==> src/haptic_wave_pkg.sv <==
// Package for the custom per-period haptic waveform drive block.
// Assumes one 50 MHz clock domain; all settings arrive as plain ports.
package haptic_wave_pkg;
    localparam int unsigned CLK_HZ = 50_000_000;
    localparam int AMP_W = 8;
    localparam int PER_W = 20;
    localparam int COEF_W = 8;
    localparam int PT_W = 4;
    localparam logic [PT_W-1:0] PT_LAST = 4'hf;
    localparam logic [PT_W-1:0] PT_ZERO = 4'h0;
    localparam logic [PT_W-1:0] PT_PEAK = 4'h4;
    localparam logic [PT_W-1:0] PT_MID = 4'h8;
    localparam logic [PT_W-1:0] PT_HALF_MASK = 4'h7;
    localparam logic [PT_W-1:0] PT_FOLD = 4'h8;
    localparam int PT_SHIFT = 4;
    // Coefficients are fractions of full scale in 1/256 steps (~37.9/70.3/92.2 %)
    localparam logic [COEF_W-1:0] COEF1_RST = 8'h61;
    localparam logic [COEF_W-1:0] COEF2_RST = 8'hb4;
    localparam logic [COEF_W-1:0] COEF3_RST = 8'hec;
    localparam logic [COEF_W-1:0] COEF_FULL = 8'hff;
    localparam logic [COEF_W-1:0] COEF_NONE = 8'h00;
    // Undervoltage: code 0..3 -> 2.7..3.0 V, 100 mV steps
    localparam logic [1:0] UV_RST = 2'h1;
    // Slew trim: code 0..3 -> 25..100 mV/ns, reset at fastest
    localparam logic [1:0] SLEW_RST = 2'h3;
    localparam logic [PER_W-1:0] PER_RST = 20'h3d090;

    typedef struct packed {
        logic [COEF_W-1:0] p1;
        logic [COEF_W-1:0] p2;
        logic [COEF_W-1:0] p3;
    } coef_s;

    typedef struct packed {
        logic [1:0] uv_sel;
        logic [1:0] ls_slew;
        logic [1:0] hs_slew;
        logic [1:0] cap_trim;
        logic [1:0] res_trim;
        logic narrow_band;
    } trim_s;

    typedef enum logic [2:0] {
        ST_IDLE  = 3'b001,
        ST_DRIVE = 3'b010,
        ST_FAULT = 3'b100
    } drv_st_e;
endpackage

==> src/haptic_custom_wave_drive.sv <==
// Custom per-period waveform generator with fault handling and half-period flag.
// Assumes synchronous inputs, host programs setup bits before drive starts.
// Functional notes
// - Sixteen points, zero to four mirrored
// - Point zero empty, four full, coefficients between
// - Coefficients reset near sine values
// - Shape per period, envelope from amplitude
// - Amplitude and period accepted while custom
// - Embedded mode clears faults entering inactive
// - Fault stops drive, loop off, inactive
// - Half-period flag toggles each half period
// - Undervoltage select defaults 2.8 V
// - Slew trims default fastest 100 mV/ns
`timescale 1ns/1ns
module haptic_custom_wave_drive (
    input wire logic mclk,
    input wire logic sys_rst,
    input wire logic clk_en,
    input wire logic custom_shape_select,
    input wire logic embedded_mode,
    input wire logic play_req,
    input wire logic play_stop,
    input wire logic fault_detect,
    input wire logic fault_clear,
    input wire logic [haptic_wave_pkg::AMP_W-1:0] direct_amplitude_value,
    input wire logic [haptic_wave_pkg::PER_W-1:0] period_cycles,
    input wire logic coef_wr,
    input wire haptic_wave_pkg::coef_s coef_wdata,
    input wire logic trim_wr,
    input wire haptic_wave_pkg::trim_s trim_wdata,
    output logic [haptic_wave_pkg::AMP_W-1:0] drive_mag,
    output logic drive_neg,
    output logic drive_active,
    output logic current_loop_on,
    output logic fault_flag,
    output logic half_period_flag,
    output logic [haptic_wave_pkg::PT_W-1:0] point_index,
    output haptic_wave_pkg::coef_s coef_rd,
    output haptic_wave_pkg::trim_s trim_rd
);
    import haptic_wave_pkg::*;

    // Scale amplitude by a coefficient fraction
    function automatic logic [AMP_W-1:0] scale(input logic [AMP_W-1:0] a,
                                               input logic [COEF_W-1:0] c);
        logic [AMP_W+COEF_W-1:0] p;
        p = a * c;
        scale = p[AMP_W+COEF_W-1:COEF_W];
    endfunction

    drv_st_e st_ff, nxt_st;
    coef_s coef_ff, nxt_coef, act_coef_ff, nxt_act_coef;
    trim_s trim_ff, nxt_trim;
    logic [PER_W-1:0] step_ff, nxt_step, tick_ff, nxt_tick;
    logic [PT_W-1:0] pt_ff, nxt_pt;
    logic [AMP_W-1:0] mag_ff, nxt_mag;
    logic neg_ff, nxt_neg, pol_ff, nxt_pol, fault_ff, nxt_fault;
    logic act_ff, nxt_act, loop_ff, nxt_loop;
    logic [PT_W-1:0] fold;
    logic [COEF_W-1:0] cur_coef;
    logic step_done;

    // Tick runs step..1 so a point lasts exactly period/16 cycles; step 0 still gives one cycle
    assign step_done = (tick_ff <= PER_W'(1));

    always_comb begin
        nxt_st = st_ff;
        nxt_fault = fault_ff;
        nxt_coef = coef_ff;
        nxt_trim = trim_ff;
        if (trim_wr) begin
            nxt_trim = trim_wdata;
        end
        if (coef_wr) begin
            nxt_coef = coef_wdata;
        end
        if (fault_clear) begin
            nxt_fault = 1'b0;
        end
        // Set wins over clear
        if (fault_detect) begin
            nxt_fault = 1'b1;
        end
        unique case (st_ff)
            ST_IDLE: begin
                if (play_req && !fault_detect && !fault_ff) begin
                    nxt_st = ST_DRIVE;
                end
            end
            ST_DRIVE: begin
                if (fault_detect) begin
                    nxt_st = ST_FAULT;
                end else if (play_stop) begin
                    nxt_st = ST_IDLE;
                    if (embedded_mode) begin
                        nxt_fault = 1'b0;
                    end
                end
            end
            ST_FAULT: begin
                nxt_st = ST_IDLE;
                if (embedded_mode && !fault_detect) begin
                    nxt_fault = 1'b0;
                end
            end
        endcase
        nxt_act = (nxt_st == ST_DRIVE);
        nxt_loop = (nxt_st == ST_DRIVE);
    end

    always_comb begin
        nxt_tick = tick_ff;
        nxt_pt = pt_ff;
        nxt_step = step_ff;
        nxt_act_coef = act_coef_ff;
        nxt_pol = pol_ff;
        if (st_ff != ST_DRIVE) begin
            nxt_pt = PT_ZERO;
            nxt_step = PER_W'(period_cycles >> PT_SHIFT);
            nxt_tick = PER_W'(period_cycles >> PT_SHIFT);
            nxt_act_coef = coef_ff;
        end else if (step_done) begin
            nxt_pt = PT_W'(pt_ff + 1'b1);
            nxt_tick = step_ff;
            if (pt_ff == PT_LAST) begin
                nxt_step = PER_W'(period_cycles >> PT_SHIFT);
                nxt_tick = PER_W'(period_cycles >> PT_SHIFT);
                nxt_act_coef = coef_ff;
            end
            if (pt_ff == PT_LAST || pt_ff == PT_HALF_MASK) begin
                nxt_pol = ~pol_ff;
            end
        end else begin
            nxt_tick = PER_W'(tick_ff - 1'b1);
        end
    end

    always_comb begin
        fold = pt_ff & PT_HALF_MASK;
        if (fold > PT_PEAK) begin
            fold = PT_W'(PT_FOLD - fold);
        end
        unique case (fold)
            4'h1: cur_coef = act_coef_ff.p1;
            4'h2: cur_coef = act_coef_ff.p2;
            4'h3: cur_coef = act_coef_ff.p3;
            4'h4: cur_coef = COEF_FULL;
            default: cur_coef = COEF_NONE;
        endcase
        nxt_mag = '0;
        nxt_neg = 1'b0;
        if (st_ff == ST_DRIVE) begin
            if (!custom_shape_select) begin
                nxt_mag = direct_amplitude_value;
            end else if (fold == PT_PEAK) begin
                nxt_mag = direct_amplitude_value;
            end else begin
                nxt_mag = scale(direct_amplitude_value, cur_coef);
            end
            nxt_neg = (pt_ff >= PT_MID);
        end
    end

    always_ff @(posedge mclk) begin
        if (sys_rst) begin
            st_ff <= ST_IDLE;
            fault_ff <= 1'b0;
            coef_ff <= '{p1: COEF1_RST, p2: COEF2_RST, p3: COEF3_RST};
            act_coef_ff <= '{p1: COEF1_RST, p2: COEF2_RST, p3: COEF3_RST};
            trim_ff <= '{uv_sel: UV_RST, ls_slew: SLEW_RST, hs_slew: SLEW_RST,
                         cap_trim: 2'h0, res_trim: 2'h0, narrow_band: 1'b0};
            step_ff <= PER_W'(PER_RST >> PT_SHIFT);
            tick_ff <= PER_W'(PER_RST >> PT_SHIFT);
            pt_ff <= PT_ZERO;
            mag_ff <= '0;
            neg_ff <= 1'b0;
            pol_ff <= 1'b0;
            act_ff <= 1'b0;
            loop_ff <= 1'b0;
        end else if (clk_en) begin
            st_ff <= nxt_st;
            fault_ff <= nxt_fault;
            coef_ff <= nxt_coef;
            act_coef_ff <= nxt_act_coef;
            trim_ff <= nxt_trim;
            step_ff <= nxt_step;
            tick_ff <= nxt_tick;
            pt_ff <= nxt_pt;
            mag_ff <= nxt_mag;
            neg_ff <= nxt_neg;
            pol_ff <= nxt_pol;
            act_ff <= nxt_act;
            loop_ff <= nxt_loop;
        end
    end

    assign drive_mag = mag_ff;
    assign drive_neg = neg_ff;
    assign drive_active = act_ff;
    assign current_loop_on = loop_ff;
    assign fault_flag = fault_ff;
    assign half_period_flag = pol_ff;
    assign point_index = pt_ff;
    assign coef_rd = coef_ff;
    assign trim_rd = trim_ff;
endmodule

==> config.mk <==
export PLATFORM = sky130hd
export DESIGN_NAME = haptic_custom_wave_drive
export DESIGN_NICKNAME = d
export VERILOG_FILES = /design/src/haptic_wave_pkg.sv /design/src/haptic_custom_wave_drive.sv
export SDC_FILE = /design/constraint.sdc
export NUM_CORES = 1
export LEC_CHECK = 0
export BUFFER_PORTS_ARGS = -buffer_cell sky130_fd_sc_hd__buf_2
export CORE_ASPECT_RATIO = 0.8
export CORE_UTILIZATION = 58
export DETAILED_ROUTE_END_ITERATION = 10
export GPL_TIMING_DRIVEN = 0
export PLACE_DENSITY = 0.82
export SLEW_MARGIN = 20
export SYNTH_ARGS = -nofsm -noshare
export SYNTH_HDL_FRONTEND = slang
export SYNTH_SLANG_ARGS = --single-unit
==> constraint.sdc <==
create_clock -name mclk -period 7.2 [get_ports mclk]
set_input_delay 1.08 -clock mclk [delete_from_list [all_inputs] [get_ports mclk]]
set_output_delay 1.08 -clock mclk [all_outputs]
set_load 0.005 [all_outputs]
==> results of run 1 <==
flip-flops by register name, indices dropped and copies added, names as in the netlist, 3 cells and up:
name / count
st_ff: 3
act_coef_ff: 24
drive_mag: 8
step_ff: 20
trim_rd: 11
point_index: 4
tick_ff: 20
coef_rd: 24
layout by cell type (no fill, tap or decap), drive strengths merged, types with 6 or more instances in the layout:
cell type and instances:
nand2 224, buf 134, dfxtp 118, a21oi 77, inv 65, and2 56, clkbuf 50, nor2 49
o21ai 40, ha 39, nand3b 36, fa 35, nor3 23, a21o 12, nand3 12, a31oi 10
nor4 10, a221oi 8, nand2b 8, a211oi 8, o21a 8, and3 7, nor2b 6
final cells by class:
class                      instances  area (um2)
multi-input combinational        752        4920
fill                            1052        3800
clock inverter                    15         154
tap                              175         219
timing repair buffer             121         606
inverter                          56         210
buffer                            46         213
clock buffer                      17         425
sequential                       118        2360
how the worst max path moves through the flow:
stage | from | end | slack (ns)
2_1_floorplan | point_index[0]$_SDFFE_PP0P_ | drive_mag[7]$_SDFFE_PP0P_ | 1.58
3_3_place_gp | point_index[0]$_SDFFE_PP0P_ | drive_mag[7]$_SDFFE_PP0P_ | 0.98
3_5_place_dp | point_index[0]$_SDFFE_PP0P_ | drive_mag[7]$_SDFFE_PP0P_ | 0.89
4_1_cts | point_index[0]$_SDFFE_PP0P_ | drive_mag[7]$_SDFFE_PP0P_ | 0.89
5_1_grt | point_index[0]$_SDFFE_PP0P_ | drive_mag[7]$_SDFFE_PP0P_ | 0.42
6_report | point_index[0]$_SDFFE_PP0P_ | drive_mag[7]$_SDFFE_PP0P_ | 0.78
report_power, final:
group | switching (mW) | leakage, nW | internal (mW) | total (mW)
Combinational | 0.0985 | 2.93 | 0.0639 | 0.162
Sequential | 0.0266 | 0.968 | 0.683 | 0.710
Clock | 0.354 | 0.277 | 0.488 | 0.842
Total | 0.479 | 4.17 | 1.23 | 1.71
synthesized netlist by cell type (7+ instances only):
library cell	number	share of area, %
ha_1	39	6.3
inv_1	55	2.7
dfxtp_1	118	31
a21o_1	12	1.2
and2_1	56	4.5
nand3_1	12	0.78
nor2_1	48	2.3
fa_1	35	9.1
a31oi_1	10	0.81
a211oi_1	8	0.78
o21a_1	7	0.68
nand2b_1	8	0.65
clkbuf_1	33	1.6
nand3b_1	36	3.5
nor3_1	21	1.4
o21ai_0	34	2.2
nand2_1	224	11
a221oi_1	8	0.91
a21oi_1	77	5.0
layer usage:
metal / vias up / wire length, um
met1: 3654 / 10100
met5: - / 0
met3: 58 / 2250
li1: 3638 / -
met2: 451 / 9550
met4: 0 / 596
per-stage QoR:
| step | instances | util [%] |
|---|---|---|
| 6_report | 1300 | 70.5 |
| 5_1_grt | 1300 | 70.5 |
| 4_1_cts | 1300 | 70.5 |
| 3_5_place_dp | 1268 | 66.1 |
| 3_3_place_gp | 1268 | 66.1 |
| 2_1_floorplan | 972 | - |
kinds of logic (layout without fill, tap and decap cells):
logic type | count (synthesis) | in the layout
and+or+nand+nor | 463 | 463
AOI/OAI and AO/OA | 209 | 209
DFF | 118 | 118
buffers and inverters | 102 | 255
adders and majority gates | 74 | 74
xor gates and xnor gates | 6 | 6
worst max-delay path, stage by stage, from the launching register on:
cell and delay, ns:
dfxtp_1 0.48, inv_1 0.17, ha_1 0.36, nand4bb_1 0.24, nand2_1 0.19, a221oi_1 0.32, nand2_1 0.25, and2_1 0.26
fa_1 0.52, fa_1 0.52, fa_1 0.56, inv_1 0.06, fa_1 0.53, inv_1 0.04, ha_1 0.36, a21oi_1 0.40
o21ai_0 0.14, a21o_1 0.21, a221oi_1 0.36, a21oi_1 0.15, a2111oi_2 0.20
==> flow_summary.toml, run 1 <==
[run_status]
status = "finished clean"

[logic_synthesis]
ys_seq_area_share_pct = 30.6
yosys.area_share.simple_pct = 30.4
synth_area_um2 = 7710
ys_types = 72
ys.flop_type = "dfxtp_1"
ys_async_sr_fraction_pct = 0
synth_cells = 972
synth_edf_count = 0
yosysWarningCount = 0
synth_nets = 1120
synth_top_family_by_area = "simple AND/OR/NAND/NOR gates"
synth.avg_cell_area_um2 = 7.93
synth-seq-cells = 118
synth-xor-area-share_pct = 0.682
synthMuxAreaShare_pct = 0
synth_compound_area_share_pct = 17.4
synthAdderAreaFrac_pct = 15.4

[timing]
fin_crit_sh_pct = 89.2
fmax_mhz = 156
slew_headroom_pct = 51.2
grt_setup_unrepaired = "no"
setup_tns_ns = 0
hold_viol = 0
slew_viol_final = 0
finalCriticalPeriod_ns = 6.42
hold_ws_ns = 0.445
fin_skew_ns = 0.00979
worstMarginPinSlew_ns = 0.732
fin_ws_ns = 0.780
finalSetupViolations = 0

[place]
place_hpwl_mm = 16.6
io_buffer_count = 121
place.gp.congestion = 0.971
place_ws_ns = 0.891
placed_area_um2 = 8530

[clock_network]
root_buffer = "clkbuf_16"
ctsHoldBuffers = 0
cts_sinks = 118
post_cts_resized = 0
tritoncts = "done"
clkTransAtPathRegs_ns = 0.06
cts_setup_buffers = 0
cts_buffer_depth = 2
clk_latency_ns = 0.43
cts_max_level = 4
cts_inserted_buffers = 17

[floorplanning]
dieWidth_um = 131
start_util_pct = 59.7
coreArea_um2 = 12900
die-area_um2 = 13800
num_rows = 37
die_y_um = 105
io-pin-count = 126

[worst_setup_path]
crit_type = "flop to flop"
crit_fanout = 9
r2r_slack_ns = 0.78
arrival_ns = 6.75
reg2reg_to = "drive_mag[7]$_SDFFE_PP0P_"
r2r_cells = 20
crit_required_ns = 7.53
r2r_start = "point_index[0]$_SDFFE_PP0P_"
startpoint_type = "flop"
crit_path_end_kind = "flop"

[hold_path]
min_delay_path_depth = 2
hp-start = "step_ff[8]$_SDFFE_PP1P_"
worstHoldPathType = "flop to flop"
holdPathEnd = "step_ff[8]$_SDFFE_PP1P_"

[drt]
initialDrtViolationCount = 754
vias = 7801
drt_first_pass_iters = 7
wire_per_inst_um = 17.3
final_antenna_net_count = 0
route.final.wire_length_mm = 22.5
viasPerCell = 6.00
drcViolationCount = 0

[layout]
area_growth_syn_to_layout_pct = 18.2
layout-drive-gt1-share_pct = 16.7
antenna_cells = 0
fin_nets = 1260
final_area_um2 = 9110

[power]
vdd_drop_max_v = 0.000191
powerDensity_nw_per_um2 = 188
leakagePower_nw = 4.17
power.total_mw = 1.71

[global_route]
antenna_found_initial = 0
gr-max-usage-layer = "met2"
grt_pass1_wl_mm = 36.5
grt_pass1_vias = 7295
grt_start_max_net_pins = 17
grtUsageMet2_pct = 50.8
grt_overflow_total = 0
use_met3_pct = 8.35
track_usage_pct = 34.7
met1_usage_pct = 49.0

[run]
drv_cap = 0
Note: power is estimated with default switching activity, not from simulation.
==> run 2: changes to the inputs <==
- CORE_MARGIN: not set -> 2
==> flow_summary.toml, run 2 (synthesis gave the netlist of run 1 again) <==
[worst_setup_path]
cp_top_family = "adder cells"
crit_required_ns = 7.52
crit_fanout = 9
cpPeakStageDelay_ns = 0.54
crit_path_end_kind = "flop"
crit_type = "flop to flop"
path_cells = "inv_1 -> ha_1 -> nand4bb_1 -> nand2_1 -> a221oi_1 -> nand2_1 -> and2_1 -> fa_1 -> fa_1 -> fa_1 -> inv_1 -> fa_1 -> inv_1 -> ha_1 -> a21oi_1 -> o21ai_0 -> a21o_1 -> a221oi_1 -> a21oi_1 -> a2111oi_2"
critPathBufInv = 3
critPathMostFrequentCell = "fa_1"
startpoint_type = "flop"
r2r_start = "point_index[0]$_SDFFE_PP0P_"
arrival_ns = 6.83
cpMaxStageDelayCell = "fa_1"
cp-startpoint = "point_index[0]$_SDFFE_PP0P_"

[timing]
hold_viol = 0
fin_skew_ns = 0.0112
finalSetupViolations = 0
fmax_mhz = 153
slew_headroom_pct = 51.5
slew_viol_final = 0
setup_tns_ns = 0
worstMarginPinSlew_ns = 0.728
fin_crit_sh_pct = 90.5
fin_ws_ns = 0.685
finalCriticalPeriod_ns = 6.52
grt_setup_unrepaired = "no"

[global_route]
grt_overflow_total = 0
grt_pass1_vias = 7316
track_usage_pct = 33.3
antenna_found_initial = 0
grt_pass1_wl_mm = 37.3
grt_start_max_net_pins = 17

[layout]
area_growth_syn_to_layout_pct = 18.4
n_fill_cell = 1022
fin_nets = 1260
register_area_um2 = 2360
multi_input_comb_area_um2 = 4920
final_common_cell = "nand2_1"
antenna_cells = 0
layout-drive-gt1-share_pct = 16.6
final_cell_mix = "nand2_1, buf_2, dfxtp_1"

[clock_network]
cts_buffer_depth = 2
clk_latency_ns = 0.42
post_cts_resized = 0
ctsHoldBuffers = 0
tritoncts = "done"
cts_setup_buffers = 0
cts_sinks = 118
clkTransAtPathRegs_ns = 0.06
root_buffer = "clkbuf_16"
cts_max_level = 4
cts_inserted_buffers = 17

[drt]
drt_first_pass_iters = 6
final_antenna_net_count = 0
route.final.wire_length_mm = 23.2
drcViolationCount = 0
vias = 7774
viasPerCell = 5.98
wire_per_inst_um = 17.8
initialDrtViolationCount = 972

[floorplanning]
coreArea_um2 = 12900
start_util_pct = 59.7
num_rows = 37
dieWidth_um = 133
die-area_um2 = 14200
io-pin-count = 126
die_y_um = 107

[place]
place_ws_ns = 0.848
io_buffer_count = 121
place.gp.congestion = 0.984
place_hpwl_mm = 16.8

[power]
powerDensity_nw_per_um2 = 190
leakagePower_nw = 4.18
vdd_drop_max_v = 0.000199

[run]
drv_cap = 0

[run_status]
status = "finished clean"

[hold_path]
hp-start = "step_ff[0]$_SDFFE_PP1P_"
worstHoldPathType = "flop to flop"
==> run 2: changes by cell type in the layout (fill, tap and decap cells not counted), sizes merged <==
cell / previous run / this run
bufinv: 1 / 2
clkinvlp: 3 / 1
inv: 65 / 61
clkinv: 2 / 6
clkbuf: 50 / 51
==> run 2: final timing paths <==
| kind | endpoint | slack [ns] | cells past startpoint |
|---|---|---|---|
| max | drive_mag[7]$_SDFFE_PP0P_ | 0.68 | 20 |
| min | step_ff[0]$_SDFFE_PP1P_ | 0.44 | 2 |
| max reg2reg | drive_mag[7]$_SDFFE_PP0P_ | 0.68 | 20 |
| min reg2reg | step_ff[0]$_SDFFE_PP1P_ | 0.44 | 2 |
==> run 2: cell type report <==
class,instances,area share [%]
Multi-Input combinational cell,752,53.9
Tap cell,175,2.40
Inverter,56,2.30
Timing Repair Buffer,121,6.63
Clock inverter,14,1.82
Buffer,46,2.33
Sequential cell,118,25.9
Clock buffer,18,4.70
==> run 2: worst min-delay path: cells and delay by family (launching register included) <==
family | cells | cell delay, ns
flip-flops | 1 | 0.31
AND/OR/NAND/NOR | 2 | 0.09
==> run 2: per-stage QoR <==
step	instances	cell area [um2]	utilization (%)	hold slack [ns]	power [mW]
global route	1300	9130	70.7	0.461	1.79
detailed placement	1268	8530	66.1	0.428	0.880
global placement	1268	8530	66.1	0.430	0.877
CTS	1300	9130	70.7	0.439	1.73
floorplan	972	7710	-	0.407	0.808
finish	1300	9130	70.7	0.442	1.74
==> run 2: where the power goes <==
part | total, mW | switching, mW | internal [mW] | leakage, nW
Clock | 0.861 | 0.342 | 0.519 | 0.288
Sequential | 0.710 | 0.0270 | 0.683 | 0.968
Combinational | 0.164 | 0.100 | 0.0641 | 2.93
==> run 2: routing by layer <==
layer	up-vias	wire (um)	track usage [%]
met5	-	0	0
li1	3631	-	-
met4	0	629	13.8
met1	3597	10000	45.7
met2	490	9980	49.8
met3	56	2550	8.94
==> run 3: changes to the inputs <==
- CORE_ASPECT_RATIO: 0.8 -> 0.6
- CORE_UTILIZATION: 58 -> 59
- CTS_BUF_LIST: not set -> sky130_fd_sc_hd__clkbuf_4
- PLACE_DENSITY: 0.82 -> 0.83
==> flow_summary.toml, run 3 (synthesis gave the netlist of run 1 again) <==
[timing]
fin_crit_sh_pct = 93.5
hold_viol = 0
finalCriticalPeriod_ns = 6.73
setup_tns_ns = 0
fin_ws_ns = 0.470
hold_ws_ns = 0.447
slew_headroom_pct = 50.7
worstMarginPinSlew_ns = 0.740
fin_skew_ns = 0.0216
fmax_mhz = 149
slew_viol_final = 0
grt_setup_unrepaired = "no"
finalSetupViolations = 0

[layout]
n_fill_cell = 1087
final_common_cell = "nand2_1"
antenna_cells = 0
fin_nets = 1260
register_area_um2 = 2360
multi_input_comb_area_um2 = 4920
final_area_um2 = 8810
layout-drive-gt1-share_pct = 16.6
utilization_pct = 68.8
fin_cells = 1295
area_growth_syn_to_layout_pct = 14.3
final_cell_mix = "nand2_1, buf_2, dfxtp_1"

[global_route]
track_usage_pct = 33.9
antenna_found_initial = 0
grt_overflow_total = 0
grt_start_max_net_pins = 17
grt_pass1_wl_mm = 36.8
grt_pass1_vias = 6904

[floorplanning]
dieWidth_um = 152
num_rows = 32
start_util_pct = 60.2
coreArea_um2 = 12800
die_y_um = 92.5
io-pin-count = 126
die-area_um2 = 14000

[clock_network]
cts_max_level = 4
ctsHoldBuffers = 0
clkTransAtPathRegs_ns = 0.12
post_cts_resized = 0
cts_inserted_buffers = 17
tritoncts = "done"
cts_sinks = 118
cts_buffer_depth = 2
clk_latency_ns = 0.54
root_buffer = "clkbuf_4"
cts_setup_buffers = 0

[drt]
route.final.wire_length_mm = 23.4
drt_first_pass_iters = 5
drcViolationCount = 0
final_antenna_net_count = 0
viasPerCell = 5.96
vias = 7721
wire_per_inst_um = 18.1
initialDrtViolationCount = 658

[place]
place_ws_ns = 0.617
dp.cells = 1263
placed_area_um2 = 8530
place_hpwl_mm = 17.6
io_buffer_count = 121
place.gp.congestion = 0.992

[worst_setup_path]
crit_fanout = 9
crit_path_end_kind = "flop"
startpoint_type = "flop"
arrival_ns = 7.14
crit_required_ns = 7.61
crit_type = "flop to flop"

[run]
drv_cap = 0

[power]
powerDensity_nw_per_um2 = 156
vdd_drop_max_v = 0.000110
power.total_mw = 1.37
leakagePower_nw = 4.04

[run_status]
status = "finished clean"

[hold_path]
worstHoldPathType = "flop to flop"
==> run 3: path summary, 6_finish.rpt <==
| check | slack, ns | depth (start not counted) | end | start |
|---|---|---|---|---|
| worst min-delay path | 0.45 | 2 | step_ff[0]$_SDFFE_PP1P_ | step_ff[0]$_SDFFE_PP1P_ |
| worst min register to register | 0.45 | 2 | step_ff[0]$_SDFFE_PP1P_ | step_ff[0]$_SDFFE_PP1P_ |
| worst max register to register | 0.47 | 20 | drive_mag[7]$_SDFFE_PP0P_ | point_index[0]$_SDFFE_PP0P_ |
| worst max-delay path | 0.47 | 20 | drive_mag[7]$_SDFFE_PP0P_ | point_index[0]$_SDFFE_PP0P_ |
==> run 3: layout make-up <==
cell class | count | area share (%)
clock inverters | 14 | 1.72
plain buffers | 46 | 2.41
inverters | 56 | 2.39
clock buffers | 18 | 1.53
repair buffers | 121 | 6.87
well taps | 170 | 2.41
flip-flops and latches | 118 | 26.8
multi-input cells | 752 | 55.9
==> run 3: worst max-delay path, cell delays in order, from the launching register on <==
cell and delay (ns):
dfxtp_1 0.52, inv_1 0.17, ha_1 0.35, nand4bb_1 0.24, nand2_1 0.21, a221oi_1 0.34, nand2_1 0.29, and2_1 0.27
fa_1 0.51, fa_1 0.52, fa_1 0.55, inv_1 0.05, fa_1 0.53, inv_1 0.05, ha_1 0.38, a21oi_1 0.43
o21ai_0 0.14, a21o_1 0.23, a221oi_1 0.39, a21oi_1 0.13, a2111oi_2 0.28
==> run 3: where the power goes <==
part           switching (mW)  internal [mW]  total [mW]
Clock                   0.284          0.212       0.496
Combinational           0.103         0.0642       0.167
Sequential             0.0270          0.683       0.710
Total                   0.415          0.959        1.37
==> run 3: layer usage <==
| metal | part of all wire, % | GRT usage, % |
|---|---|---|
| met1 | 47 | 52.5 |
| met2 | 40 | 48.0 |
| met3 | 12 | 6.80 |
| met4 | 1.5 | 7.87 |
| met5 | 0 | 0 |
